==> config.mk <==
export PLATFORM = sky130hd
export DESIGN_NAME = cpu_arith_branch_subset
export DESIGN_NICKNAME = d
export VERILOG_FILES = /design/src/logic/branch_cond.v /design/src/logic/cpu_arith_branch_subset.v
export VERILOG_INCLUDE_DIRS = /design/src /design/src/logic
export SDC_FILE = /design/constraint.sdc
export NUM_CORES = 1
export LEC_CHECK = 0
export BUFFER_PORTS_ARGS = -buffer_cell sky130_fd_sc_hd__buf_2
export CORE_UTILIZATION = 61
export DETAILED_ROUTE_END_ITERATION = 6
export MAX_ROUTING_LAYER = met4
export PLACE_DENSITY = 0.95
export SETUP_SLACK_MARGIN = 0.2
export SLEW_MARGIN = 20
export SYNTH_ARGS = -nofsm -noshare
export SYNTH_HDL_FRONTEND = slang
export SYNTH_HIERARCHICAL = 1
export SYNTH_SLANG_ARGS = --single-unit
==> constraint.sdc <==
create_clock -name clk -period 5.57 [get_ports clk]
set_clock_uncertainty 0.2 [all_clocks]
set_input_delay 1.671 -clock clk [delete_from_list [all_inputs] [get_ports clk]]
set_output_delay 1.671 -clock clk [all_outputs]
set_load 0.005 [all_outputs]
==> src/logic/alu_defines.vh <==
// Contract
// - signed add to accumulator and accumulator add: one cycle, only accumulator status flags.
// - add with carry sums operands plus carry in one cycle; five flags updated.
// - shift right by register amount: one cycle, only N and Z updated.
// - single-bit arithmetic shift right: one cycle, carry, sign, overflow, zero updated.
// - signed branches cost one cycle not taken, four taken, flags untouched.
// - unsigned branches cost one cycle not taken, four taken, flags untouched.
// - branches on accumulator A/B overflow and saturation, one or four cycles.
// - branches on carry, sign, overflow, zero and their inverses, one or four cycles.
// - reads or read-modify-write of peripheral registers by opcodes other than add, shift and branch take one extra cycle.
`ifndef ALU_DEFINES_VH
`define ALU_DEFINES_VH
`define OP_ADD_ACC 4'h0
`define OP_ADD_ACCS 4'h1
`define OP_ADD_CARRY 4'h2
`define OP_SHR_REG 4'h3
`define OP_SHR_ONE 4'h4
`define OP_BRANCH 4'h5
`define OP_OTHER 4'h6
`define CC_C 5'h00
`define CC_GE 5'h01
`define CC_GEU 5'h02
`define CC_GT 5'h03
`define CC_GTU 5'h04
`define CC_LE 5'h05
`define CC_LEU 5'h06
`define CC_LT 5'h07
`define CC_LTU 5'h08
`define CC_N 5'h09
`define CC_NC 5'h0a
`define CC_NN 5'h0b
`define CC_NOV 5'h0c
`define CC_NZ 5'h0d
`define CC_ACC_A_OVF 5'h0e
`define CC_ACC_B_OVF 5'h0f
`define CC_OVF 5'h10
`define CC_ACC_A_SAT 5'h11
`define CC_ACC_B_SAT 5'h12
`define CC_Z 5'h13
`define CC_ALWAYS 5'h14
`define TAKEN_STALLS 2'h3
`define ACC_W 40
`define ACC_SIGN 39
`define ACC_OVF_LO 31
`define ACC_MAX 40'h7fffffffff
`define ACC_MIN 40'h8000000000
`define SIGN_BIT 15
`define HALF_BIT 8
`define SHAMT_MASK 16'h000f
`endif

==> src/logic/branch_cond.v <==
`timescale 1ns/1ns
`include "alu_defines.vh"
module branch_cond (
  // condition select
  input wire [4:0] cond,
  // flags
  input wire c,
  input wire n,
  input wire ovf,
  input wire z,
  input wire a_ovf,
  input wire b_ovf,
  input wire a_sat,
  input wire b_sat,
  // result
  output reg taken
);
  always @* begin
    case (cond)
      `CC_C: taken = c;
      `CC_NC: taken = ~c;
      `CC_N: taken = n;
      `CC_NN: taken = ~n;
      `CC_OVF: taken = ovf;
      `CC_NOV: taken = ~ovf;
      `CC_Z: taken = z;
      `CC_NZ: taken = ~z;
      `CC_GE: taken = ~(n ^ ovf);
      `CC_GT: taken = ~z & ~(n ^ ovf);
      `CC_LE: taken = z | (n ^ ovf);
      `CC_LT: taken = n ^ ovf;
      `CC_GEU: taken = c;
      `CC_GTU: taken = c & ~z;
      `CC_LEU: taken = ~c | z;
      `CC_LTU: taken = ~c;
      `CC_ACC_A_OVF: taken = a_ovf;
      `CC_ACC_B_OVF: taken = b_ovf;
      `CC_ACC_A_SAT: taken = a_sat;
      `CC_ACC_B_SAT: taken = b_sat;
      `CC_ALWAYS: taken = 1'b1;
      default: taken = 1'b0;
    endcase
  end
endmodule

==> src/logic/cpu_arith_branch_subset.v <==
`timescale 1ns/1ns
`include "alu_defines.vh"
module cpu_arith_branch_subset (
  // clock and reset
  input wire clk,
  input wire reset_n,
  // instruction issue from decode
  input wire issue_valid,
  input wire [3:0] opcode,
  input wire [4:0] cond,
  input wire acc_sel,
  input wire periph_access,
  input wire [15:0] operand_a,
  input wire [15:0] operand_b,
  // accumulator inputs from register file
  input wire [39:0] acc_a_in,
  input wire [39:0] acc_b_in,
  // issue handshake
  output wire issue_ready,
  // results
  output reg result_valid,
  output reg [15:0] result,
  output reg [39:0] acc_result,
  output reg acc_result_valid,
  output reg acc_result_sel,
  output reg branch_taken,
  output wire flush,
  // status flags
  output reg carry_flag,
  output reg half_carry_flag,
  output reg negative_flag,
  output reg overflow_flag,
  output reg zero_flag,
  output reg acc_a_overflow_flag,
  output reg acc_b_overflow_flag,
  output reg acc_a_saturated_flag,
  output reg acc_b_saturated_flag
);
  localparam ST_RUN = 3'b001;
  localparam ST_FLUSH = 3'b010;
  localparam ST_PERIPH = 3'b100;

  reg [2:0] state_q;
  reg [1:0] stall_cnt_q;
  wire cond_taken;
  wire accept;
  wire [16:0] carry_sum;
  wire [8:0] carry_low;
  wire signed [15:0] a_s;
  wire [15:0] shr_reg_val;
  wire [15:0] shr_one_val;
  wire [39:0] acc_src;
  wire [39:0] acc_addend;
  wire [40:0] acc_sum;
  wire acc_ovf;
  wire acc_sat;
  wire [39:0] acc_final;

  branch_cond branch_cond_i (
    .cond(cond),
    .c(carry_flag),
    .n(negative_flag),
    .ovf(overflow_flag),
    .z(zero_flag),
    .a_ovf(acc_a_overflow_flag),
    .b_ovf(acc_b_overflow_flag),
    .a_sat(acc_a_saturated_flag),
    .b_sat(acc_b_saturated_flag),
    .taken(cond_taken)
  );

  // decoder must hold its instruction while stalled
  assign issue_ready = state_q[0];
  assign accept = issue_valid & issue_ready;
  assign flush = state_q[1];

  assign carry_sum = {1'b0, operand_a} + {1'b0, operand_b} + {16'h0000, carry_flag};
  assign carry_low = {1'b0, operand_a[7:0]} + {1'b0, operand_b[7:0]} + {8'h00, carry_flag};
  assign a_s = operand_a;
  assign shr_reg_val = a_s >>> (operand_b & `SHAMT_MASK);
  assign shr_one_val = {operand_a[`SIGN_BIT], operand_a[15:1]};

  // signed word into accumulator, or other accumulator
  assign acc_src = acc_sel ? acc_b_in : acc_a_in;
  assign acc_addend = (opcode == `OP_ADD_ACCS) ? (acc_sel ? acc_a_in : acc_b_in)
                                               : {{24{operand_a[15]}}, operand_a};
  assign acc_sum = {acc_src[`ACC_SIGN], acc_src} + {acc_addend[`ACC_SIGN], acc_addend};
  assign acc_sat = acc_sum[40] ^ acc_sum[`ACC_SIGN];
  // overflow into guard bits beyond the 32-bit field
  assign acc_ovf = |(acc_sum[39:`ACC_OVF_LO] ^ {9{acc_sum[`ACC_SIGN]}});
  // saturate rather than wrap, clamping to ACC_MAX or ACC_MIN by the true sign
  assign acc_final = acc_sat ? (acc_sum[40] ? `ACC_MIN : `ACC_MAX) : acc_sum[39:0];

  always @(posedge clk or negedge reset_n) begin
    if (!reset_n) begin
      state_q <= ST_RUN;
      stall_cnt_q <= 2'h0;
      result_valid <= 1'b0;
      result <= 16'h0000;
      acc_result <= 40'h0000000000;
      acc_result_valid <= 1'b0;
      acc_result_sel <= 1'b0;
      branch_taken <= 1'b0;
      carry_flag <= 1'b0;
      half_carry_flag <= 1'b0;
      negative_flag <= 1'b0;
      overflow_flag <= 1'b0;
      zero_flag <= 1'b0;
      acc_a_overflow_flag <= 1'b0;
      acc_b_overflow_flag <= 1'b0;
      acc_a_saturated_flag <= 1'b0;
      acc_b_saturated_flag <= 1'b0;
    end else begin
      result_valid <= 1'b0;
      acc_result_valid <= 1'b0;
      branch_taken <= 1'b0;
      case (state_q)
        ST_RUN: begin
          if (accept) begin
            // each op writes only its own flags
            case (opcode)
              `OP_ADD_ACC, `OP_ADD_ACCS: begin
                acc_result <= acc_final;
                acc_result_sel <= acc_sel;
                acc_result_valid <= 1'b1;
                if (acc_sel) begin
                  acc_b_overflow_flag <= acc_ovf;
                  acc_b_saturated_flag <= acc_b_saturated_flag | acc_sat;
                end else begin
                  acc_a_overflow_flag <= acc_ovf;
                  acc_a_saturated_flag <= acc_a_saturated_flag | acc_sat;
                end
              end
              `OP_ADD_CARRY: begin
                result <= carry_sum[15:0];
                result_valid <= 1'b1;
                carry_flag <= carry_sum[16];
                half_carry_flag <= carry_low[`HALF_BIT];
                negative_flag <= carry_sum[`SIGN_BIT];
                overflow_flag <= (operand_a[15] == operand_b[15]) & (carry_sum[15] != operand_a[15]);
                // sticky zero lets multi-word sums chain
                zero_flag <= zero_flag & (carry_sum[15:0] == 16'h0000);
              end
              `OP_SHR_REG: begin
                result <= shr_reg_val;
                result_valid <= 1'b1;
                negative_flag <= shr_reg_val[`SIGN_BIT];
                zero_flag <= (shr_reg_val == 16'h0000);
              end
              `OP_SHR_ONE: begin
                result <= shr_one_val;
                result_valid <= 1'b1;
                carry_flag <= operand_a[0];
                negative_flag <= shr_one_val[`SIGN_BIT];
                overflow_flag <= 1'b0;
                zero_flag <= (shr_one_val == 16'h0000);
              end
              `OP_BRANCH: begin
                if (cond_taken) begin
                  branch_taken <= 1'b1;
                  state_q <= ST_FLUSH;
                  stall_cnt_q <= `TAKEN_STALLS;
                end
              end
              default: begin
                if (periph_access) begin
                  state_q <= ST_PERIPH;
                end
              end
            endcase
          end
        end
        ST_FLUSH: begin
          if (stall_cnt_q == 2'h1) begin
            state_q <= ST_RUN;
          end
          stall_cnt_q <= stall_cnt_q - 2'h1;
        end
        ST_PERIPH: begin
          state_q <= ST_RUN;
        end
        default: begin
          state_q <= ST_RUN;
        end
      endcase
    end
  end
endmodule

==> results of run 1 <==
[cell families after synthesis]
logic type / synth area share
adder cells (fa/ha/maj): 0.1003
AO/OA/AOI/OAI: 0.2837
AND/OR/NAND/NOR: 0.1694
buffers and inverters: 0.04709
multiplexers: 0.1354
flip-flops: 0.2130
XOR/XNOR: 0.05103
[metrics by stage]
step / setup WS, ns / utilization
after CTS: -0.1079 / 0.8700
after detailed placement: -0.6214 / 0.7979
after global placement: -0.3703 / 0.7979
after floorplan: -0.1836 / -
[synth_stat cells (4+ instances only)]
master and n:
o21a_1 8, o21ai_0 51, nor4_1 10, o21bai_1 6
buf_2 7, o21ai_1 20, inv_1 22, nor3b_1 5
nand3_1 20, maj3_1 10, buf_1 5, nor4b_1 4
o211ai_1 6, nand2b_1 12, xor2_1 31, a211oi_2 8
nand4_1 11, a21o_1 44, a211oi_1 38, nor2b_1 10
nor2_1 76, a221oi_1 10, clkbuf_1 45, nand2_1 90
o41ai_1 5, mux2i_1 52, ha_1 56, dfrtp_1 72
mux2_2 51, or3_1 7, a21oi_1 114, nand3b_1 4
xnor2_1 19, o31ai_1 9, nor3_1 17
[layer usage]
layer,GRT overflow,global-route usage
met5,-,-
met4,32,0.8387
met3,2,0.6132
met2,53,0.9565
met1,2,0.7916
[repair_timing]
action,in CTS
hold buffers,0
gates cloned,7
resized for setup,74
setup endpoints to repair,44
pin swaps,45
setup buffers,31
hold endpoints to repair,0
==> flow_summary.toml, run 1 <==
[status]
run_status = "did not finish"
stop_stage = "global routing"
error_line = "[ERROR GRT-0232] Routing congestion too high. Check the congestion heatmap in the GUI."

[synthesis]
synthesis.instances = 1045
synth_largest_type_area_fraction = 0.2099
synth_enable_flop_cells = 0
synth-main-ff-cell = "dfrtp_1"
ys.warnings.count = 6
synth_top_area_cells = "dfrtp_1, ha_1, mux2_2, a21oi_1, mux2i_1"
syn-cell-area_mm2 = 0.008582
yosys.cell_types.count = 88
sequential_element_share_of_the_synthesized_area = 0.2130
post_synth.cell_area_avg_um2 = 8.212
synth-seq-cells = 73
synthArstFlopShare = 1.000
synthesis.nets = 1230
synthDominantAreaCellType = "dfrtp_1"

[placed_design]
buffer_ports.inserted = 196
post-place-cells = 1490
detailed_place.area_mm2 = 0.01078
dp.final_hpwl_mm = 23.21
gp_congestion = 1.075

[floorplan]
placement_rows = 42
ioPinCount = 197
fp.dieW_um = 120.6
start_util = 0.6354
fp.dieH_um = 120.6

[clock_network]
htree_levels = 3
cts_num_sinks = 73
clk_path_buf_depth = 2
root_buffer = "clkbuf_16"
cts_inserted_buffers = 9

[sta]
postGrtWorstEndpoint = "acc_b_overflow_flag$_DFFE_PN0P_/D"
worst_endpoint_kind = "register input"

[global_routing]
leftover_overflow_at_the_end_of_global_routing = 89
largest_net_degree_at_the_start_of_global_routing = 74
gr-usage-all-layers = 0.8065
==> inputs of run 2 (changes only) <==
--- a/config.mk
+++ b/config.mk
@@ -7,11 +7,9 @@
 export NUM_CORES = 1
 export LEC_CHECK = 0
 export BUFFER_PORTS_ARGS = -buffer_cell sky130_fd_sc_hd__buf_2
-export CORE_UTILIZATION = 61
+export CORE_UTILIZATION = 40
 export DETAILED_ROUTE_END_ITERATION = 6
-export MAX_ROUTING_LAYER = met4
-export PLACE_DENSITY = 0.95
-export SETUP_SLACK_MARGIN = 0.2
+export PLACE_DENSITY_LB_ADDON = 0.15
 export SLEW_MARGIN = 20
 export SYNTH_ARGS = -nofsm -noshare
 export SYNTH_HDL_FRONTEND = slang
==> run 2 against run 1 <==
The flow now finishes, with violations (negative setup slack); synthesized cell count unchanged; area after synthesis unchanged.
==> flow_summary.toml, run 2 <==
[sta]
max_freq_mhz = 177.3
setup_slack_ns = -0.06870
max_slew_margin = 0.3496
final_max_slew_viol_count = 0
grt_setup_unrepaired = "yes"
holdWs_ns = 0.2760
tightest_slew_ns = 0.9756
period_minus_slack_ns = 5.639
report.final.setup_viol = 2
fin_tns_setup_ns = -0.1267
period_share = 1.012
timing.final.hold_violations = 0

[clock_network]
clock_tree_from_tritoncts = "built"
cts_num_sinks = 73
clk_pin_slew_ns = 0.06
cts_inserted_buffers = 9
clock_insertion_delay_worst_skew_ns = 0.36
clk_path_buf_depth = 2
holdBufCountCts = 0
htree_levels = 3
root_buffer = "clkbuf_16"

[min_path]
holdCritPathClass = "register to register"

[final_layout]
areaGrowthSynthToFinish_pct = 35.82
number_of_flip_flops_under_the_largest_register_name = 40
drive_gt1_frac = 0.3772
final_cell_mix = "buf_2, buf_4, a21oi_1"
most_common_cell_after_layout_fill_and_taps_aside = "buf_2"
num_antenna_cells = 0
largest_registers = "acc_result: 40 flops, result: 16 flops, state_q: 3 flops"
most_flop_heavy_register = "acc_result"
final_core_util = 0.5545
design.final.nets = 1556
final_area_mm2 = 0.01166

[global_routing]
gr-usage-all-layers = 0.2581
leftover_overflow_at_the_end_of_global_routing = 0
global_route_wire_length_before_repair_mm = 45.24
first_global_vias = 8945
number_of_antenna_violations_at_the_first_check_in_global_routing = 0
largest_net_degree_at_the_start_of_global_routing = 74

[synthesis]
synth_largest_type_area_fraction = 0.2099
ys.warnings.count = 6
synth-seq-cells = 73
synthDominantAreaCellType = "dfrtp_1"
yosys.cell_types.count = 88
synthesis.nets = 1230
synth_top_area_cells = "dfrtp_1, ha_1, mux2_2, a21oi_1, mux2i_1"
yosys.cell_count.top_type = "a21oi_1"
syn-cell-area_mm2 = 0.008582
synth_commonest_cells = "a21oi_1, nand2_1, nor2_1"
synth_enable_flop_cells = 0
sequential_element_share_of_the_synthesized_area = 0.2130
synth-main-ff-cell = "dfrtp_1"
synthArstFlopShare = 1.000
synthesis.instances = 1045
post_synth.cell_area_avg_um2 = 8.212

[placed_design]
dp.final_hpwl_mm = 22.50
dp_worst_setup_slack_ns = -0.4996
buffer_ports.inserted = 196
detailed_place.area_mm2 = 0.01101
gp_congestion = 0.9134

[routing]
post-route-drc-count = 0
route.detailed.wl_per_inst_um = 17.55
antenna_left = 0
routed_wirelength_mm = 28.98
vias = 9125
drt-vias-per-instance = 5.527
drt_pass1_iterations = 6
drt_first_iter_violations = 449

[status]
violations = "negative setup slack"
run_status = "finished with violations"

[run]
drv_cap = 0

[power]
cellPowerDensity_mw_per_mm2 = 263.0
total_leakage_power_nw = 5.688
irDropWorstVdd_mv = 0.1406

[floorplan]
fp.dieH_um = 148.5
floorplan.die_area_mm2 = 0.02204
placement_rows = 53
ioPinCount = 197
start_util = 0.4082
fp.dieW_um = 148.5
core_area_mm2 = 0.02102

[critical_path]
cp.arrival_ns = 5.68
worst-setup-path-type = "input pin to register"
critical_path.startpoint_type = "input pin"
critPathCaptureType = "register"
worst-path-max-fanout = 15
worstPathRequired_ns = 5.61
-- run 2: cell counts after synthesis --
Identical to the previous run, type by type.
-- run 2: area by class of cell --
cell class                      instances  area [um^2]
Tap cell                              275        344.1
Multi-Input combinational cell        883         6543
Sequential cell                        73         1828
Clock inverter                          7        78.83
Fill cell                            2021         9365
Timing Repair Buffer                  382         2555
Inverter                               22        82.58
Clock buffer                            9        225.2
-- run 2: what timing repair did --
| item | 4_1_cts | 5_1_grt |
|---|---|---|
| gates cloned | 0 | 4 |
| resized for setup | 2 | 31 |
| buffers inserted | 2 | 8 |
| pin swaps | 4 | 15 |
| setup endpoints to repair | 7 | 36 |
-- run 2: worst max-delay path, cell delays in order --
cell,delay (ns)
buf_4,0.12
nor2_4,0.11
nand2_2,0.08
nor2_4,0.10
buf_12,0.14
buf_4,0.13
clkbuf_16,0.17
nor2_1,0.05
a21oi_1,0.15
ha_1,0.28
nand4_1,0.12
a21oi_1,0.08
a221oi_4,0.40
a21oi_2,0.13
o2111ai_2,0.30
nand2_1,0.15
a311oi_2,0.29
nand3_1,0.11
or4_1,0.53
mux2_4,0.29
mux2_2,0.26
-- run 2: cells by family (layout without fill, tap and decap cells) --
logic type,Yosys count,count (layout),share of synthesized area
buffers and inverters,89,420,0.04709
adder cells (fa/ha/maj),69,69,0.1003
AND/OR/NAND/NOR,295,295,0.1694
XOR/XNOR,50,50,0.05103
multiplexers,106,106,0.1354
AO/OA/AOI/OAI,363,363,0.2837
flip-flops,73,73,0.2130
-- run 2: routing by layer --
layer	share of wire	GRT usage	vias to the layer above
li1	-	-	4578
met2	0.48	0.4425	239
met1	0.45	0.3284	4264
met3	0.044	0.03988	44
met4	0.026	0.08608	0
met5	0	0	-
-- run 2: report_power, final --
| group | internal (mW) | switching [mW] | total [mW] |
|---|---|---|---|
| Clock | 0.352 | 0.264 | 0.615 |
| Combinational | 0.813 | 0.823 | 1.64 |
| Sequential | 0.703 | 0.111 | 0.815 |
| Total | 1.87 | 1.20 | 3.07 |
-- run 2: final timing paths --
kind	from	endpoint	slack (ns)	cells past startpoint
hold / removal	result[13]	result[13]	0.28	2
min in group asynchronous	reset_n	result[1]	1.24	1
max in group asynchronous	reset_n	acc_result[3]	3.26	1
setup reg to reg	carry_flag	zero_flag	1.69	15
setup / recovery	opcode[3]	acc_a_overflow_flag	-0.07	21
hold reg to reg	result[13]	result[13]	0.28	2
-- run 2: metrics by stage --
step,cells,total power [mW]
detailed placement,1621,2.367
floorplan,1045,1.682
global route,1651,3.285
finish,1651,3.066
global placement,1621,2.355
CTS,1639,3.004
(Power assumes the default switching activity.)
==> inputs of run 3 (changes only) <==
--- a/config.mk
+++ b/config.mk
@@ -10,8 +10,10 @@
 export CORE_UTILIZATION = 40
 export DETAILED_ROUTE_END_ITERATION = 6
 export PLACE_DENSITY_LB_ADDON = 0.15
+export SKIP_LAST_GASP = 1
 export SLEW_MARGIN = 20
 export SYNTH_ARGS = -nofsm -noshare
 export SYNTH_HDL_FRONTEND = slang
 export SYNTH_HIERARCHICAL = 1
 export SYNTH_SLANG_ARGS = --single-unit
+export TNS_END_PERCENT = 10
==> run 3 against run 2 <==
The run now ends clean; clock power rose by 10%; non-clock buffer count is 11 lower; cell area shrank 1.1%; fmax rose by 1.7%; count of clock-buffer cells in the layout is the same; largest cell class unchanged.
==> flow_summary.toml, run 3 (synthesized netlist as in run 2, its figures left out) <==
[final_layout]
largest_registers = "acc_result: 40 flops, result: 16 flops, state_q: 3 flops"
count_of_placed_standard_cells_in_the_final_layout_fillers_left_out = 1640
number_of_flip_flops_under_the_largest_register_name = 40
most_flop_heavy_register = "acc_result"
final_cell_mix = "buf_2, buf_4, a21oi_1"
final_area_mm2 = 0.01153
num_antenna_cells = 0
drive_gt1_frac = 0.3685
areaGrowthSynthToFinish_pct = 34.31
design.final.nets = 1545
most_common_cell_after_layout_fill_and_taps_aside = "buf_2"

[critical_path]
crit_path_top_delay_cell = "or4_1"
maximum_single_stage_delay_on_the_critical_path_ns = 0.41
critical_path.startpoint_type = "input pin"
worst-path-max-fanout = 16
worstPathRequired_ns = 5.61
critPathCaptureType = "register"
worst-setup-path-type = "input pin to register"
cp.arrival_ns = 5.58
critical_path.cell_chain = "buf_2 > nor2_4 > nand2_2 > nor2_4 > buf_12 > nor2_2 > buf_12 > a21oi_1 > ha_1 > a21o_1 > a21oi_2 > a21oi_1 > or3_1 > a31o_2 > a21o_1 > a311oi_2 > nand3_1 > or4_1 > mux2_4 > mux2_2"

[routing]
antenna_left = 0
drt_pass1_iterations = 5
drt_first_iter_violations = 386
route.detailed.wl_per_inst_um = 17.42
post-route-drc-count = 0
drt-vias-per-instance = 5.537
vias = 9081
routed_wirelength_mm = 28.57

[clock_network]
cts_num_sinks = 73
htree_levels = 3
cts_inserted_buffers = 9
clock_tree_from_tritoncts = "built"
holdBufCountCts = 0
root_buffer = "clkbuf_16"
clk_pin_slew_ns = 0.07
clock_insertion_delay_worst_skew_ns = 0.35
clk_path_buf_depth = 2

[power]
p_int_mw = 1.882
switching_power_mw = 1.188
power.combinational.fraction = 0.515
seq_power_share = 0.265
power_mw = 3.070
cellPowerDensity_mw_per_mm2 = 266.3
swShare = 0.3869
clockPowerShare = 0.221
irDropWorstVdd_mv = 0.1553
total_leakage_power_nw = 5.622

[sta]
max_slew_margin = 0.5105
timing.final.hold_violations = 0
tightest_slew_ns = 0.7315
report.final.setup_viol = 0
period_minus_slack_ns = 5.546
fin_tns_setup_ns = 0
grt_setup_unrepaired = "yes"
period_share = 0.9958
final_max_slew_viol_count = 0
max_freq_mhz = 180.3

[placed_design]
buffer_ports.inserted = 196
post-place-cells = 1617
dp.final_hpwl_mm = 22.62
gp_congestion = 0.9086
detailed_place.area_mm2 = 0.01100

[floorplan]
placement_rows = 53
start_util = 0.4082
core_area_mm2 = 0.02102
fp.dieW_um = 148.5
floorplan.die_area_mm2 = 0.02204
fp.dieH_um = 148.5
ioPinCount = 197

[global_routing]
number_of_antenna_violations_at_the_first_check_in_global_routing = 0
gr-usage-all-layers = 0.2580
largest_net_degree_at_the_start_of_global_routing = 74
leftover_overflow_at_the_end_of_global_routing = 0
global_route_wire_length_before_repair_mm = 44.96
first_global_vias = 8664

[min_path]
holdCritPathClass = "register to register"

[status]
run_status = "complete, no violations"

[run]
drv_cap = 0
-- run 3: changes by cell type in the layout (fill, tap and decap cells not counted), sizes merged --
| cell | change |
|---|---|
| buf | -9 |
| clkinv | -1 |
| bufinv | +1 |
| clkbuf | -2 |
-- run 3: routing by layer --
layer | up-vias | wire length (um) | share of wire | GRT usage
met3 | 50 | 1507 | 0.053 | 0.03282
met4 | 0 | 886 | 0.031 | 0.09536
li1 | 4540 | - | - | -
met1 | 4244 | 12710 | 0.44 | 0.3361
met5 | - | 0 | 0 | 0
met2 | 247 | 13470 | 0.47 | 0.4339
-- run 3: path summary, 6_finish.rpt --
| kind | startpoint | end | slack, ns | depth (start not counted) |
|---|---|---|---|---|
| setup / recovery | opcode[3] | acc_a_overflow_flag | 0.02 | 20 |
| hold / removal | acc_result[13] | acc_result[13] | 0.27 | 1 |
| setup reg to reg | carry_flag | zero_flag | 1.53 | 15 |
| hold reg to reg | acc_result[13] | acc_result[13] | 0.27 | 1 |
| max in group asynchronous | reset_n | acc_result[15] | 3.59 | 2 |
| min in group asynchronous | reset_n | result[0] | 1.00 | 1 |
-- run 3: cell type report --
type,instances,area (um^2)
Sequential cell,73,1828
Timing Repair Buffer,371,2445
Fill cell,1996,9495
Tap cell,275,344.1
Clock inverter,7,102.6
Multi-Input combinational cell,883,6499
Clock buffer,9,225.2
Inverter,22,82.58
-- run 3: what timing repair did --
item,4_1_cts,5_1_grt
pin swaps,4,6
resized for setup,2,18
setup buffers,1,4
gates cloned,0,1
endpoints found under the setup margin,2,32
-- run 3: worst max-delay path: cells and delay by family --
family,cells,cell delay [ns]
compound gates,7,1.36
simple gates,7,1.26
mux,2,0.55
buf+inv,3,0.43
fa+ha+maj,1,0.27
-- run 3: power groups by stage --
stage,Sequential [mW],Combinational (mW),Clock (mW)
floorplan,0.821,0.857,0
global placement,0.822,1.53,0
detailed placement,0.824,1.54,0
CTS,0.816,1.55,0.690
global route,0.835,1.74,0.713
finish,0.812,1.58,0.678
-- run 3: per-stage QoR --
stage | utilization | hold slack, ns | setup slack, ns
floorplan | - | 0.2514 | -0.1951
global placement | 0.5234 | 0.2577 | -0.3215
detailed placement | 0.5234 | 0.2602 | -0.3933
CTS | 0.5398 | 0.2777 | 0.01145
global route | 0.5483 | 0.2879 | -0.1688
finish | 0.5483 | 0.2748 | 0.02354
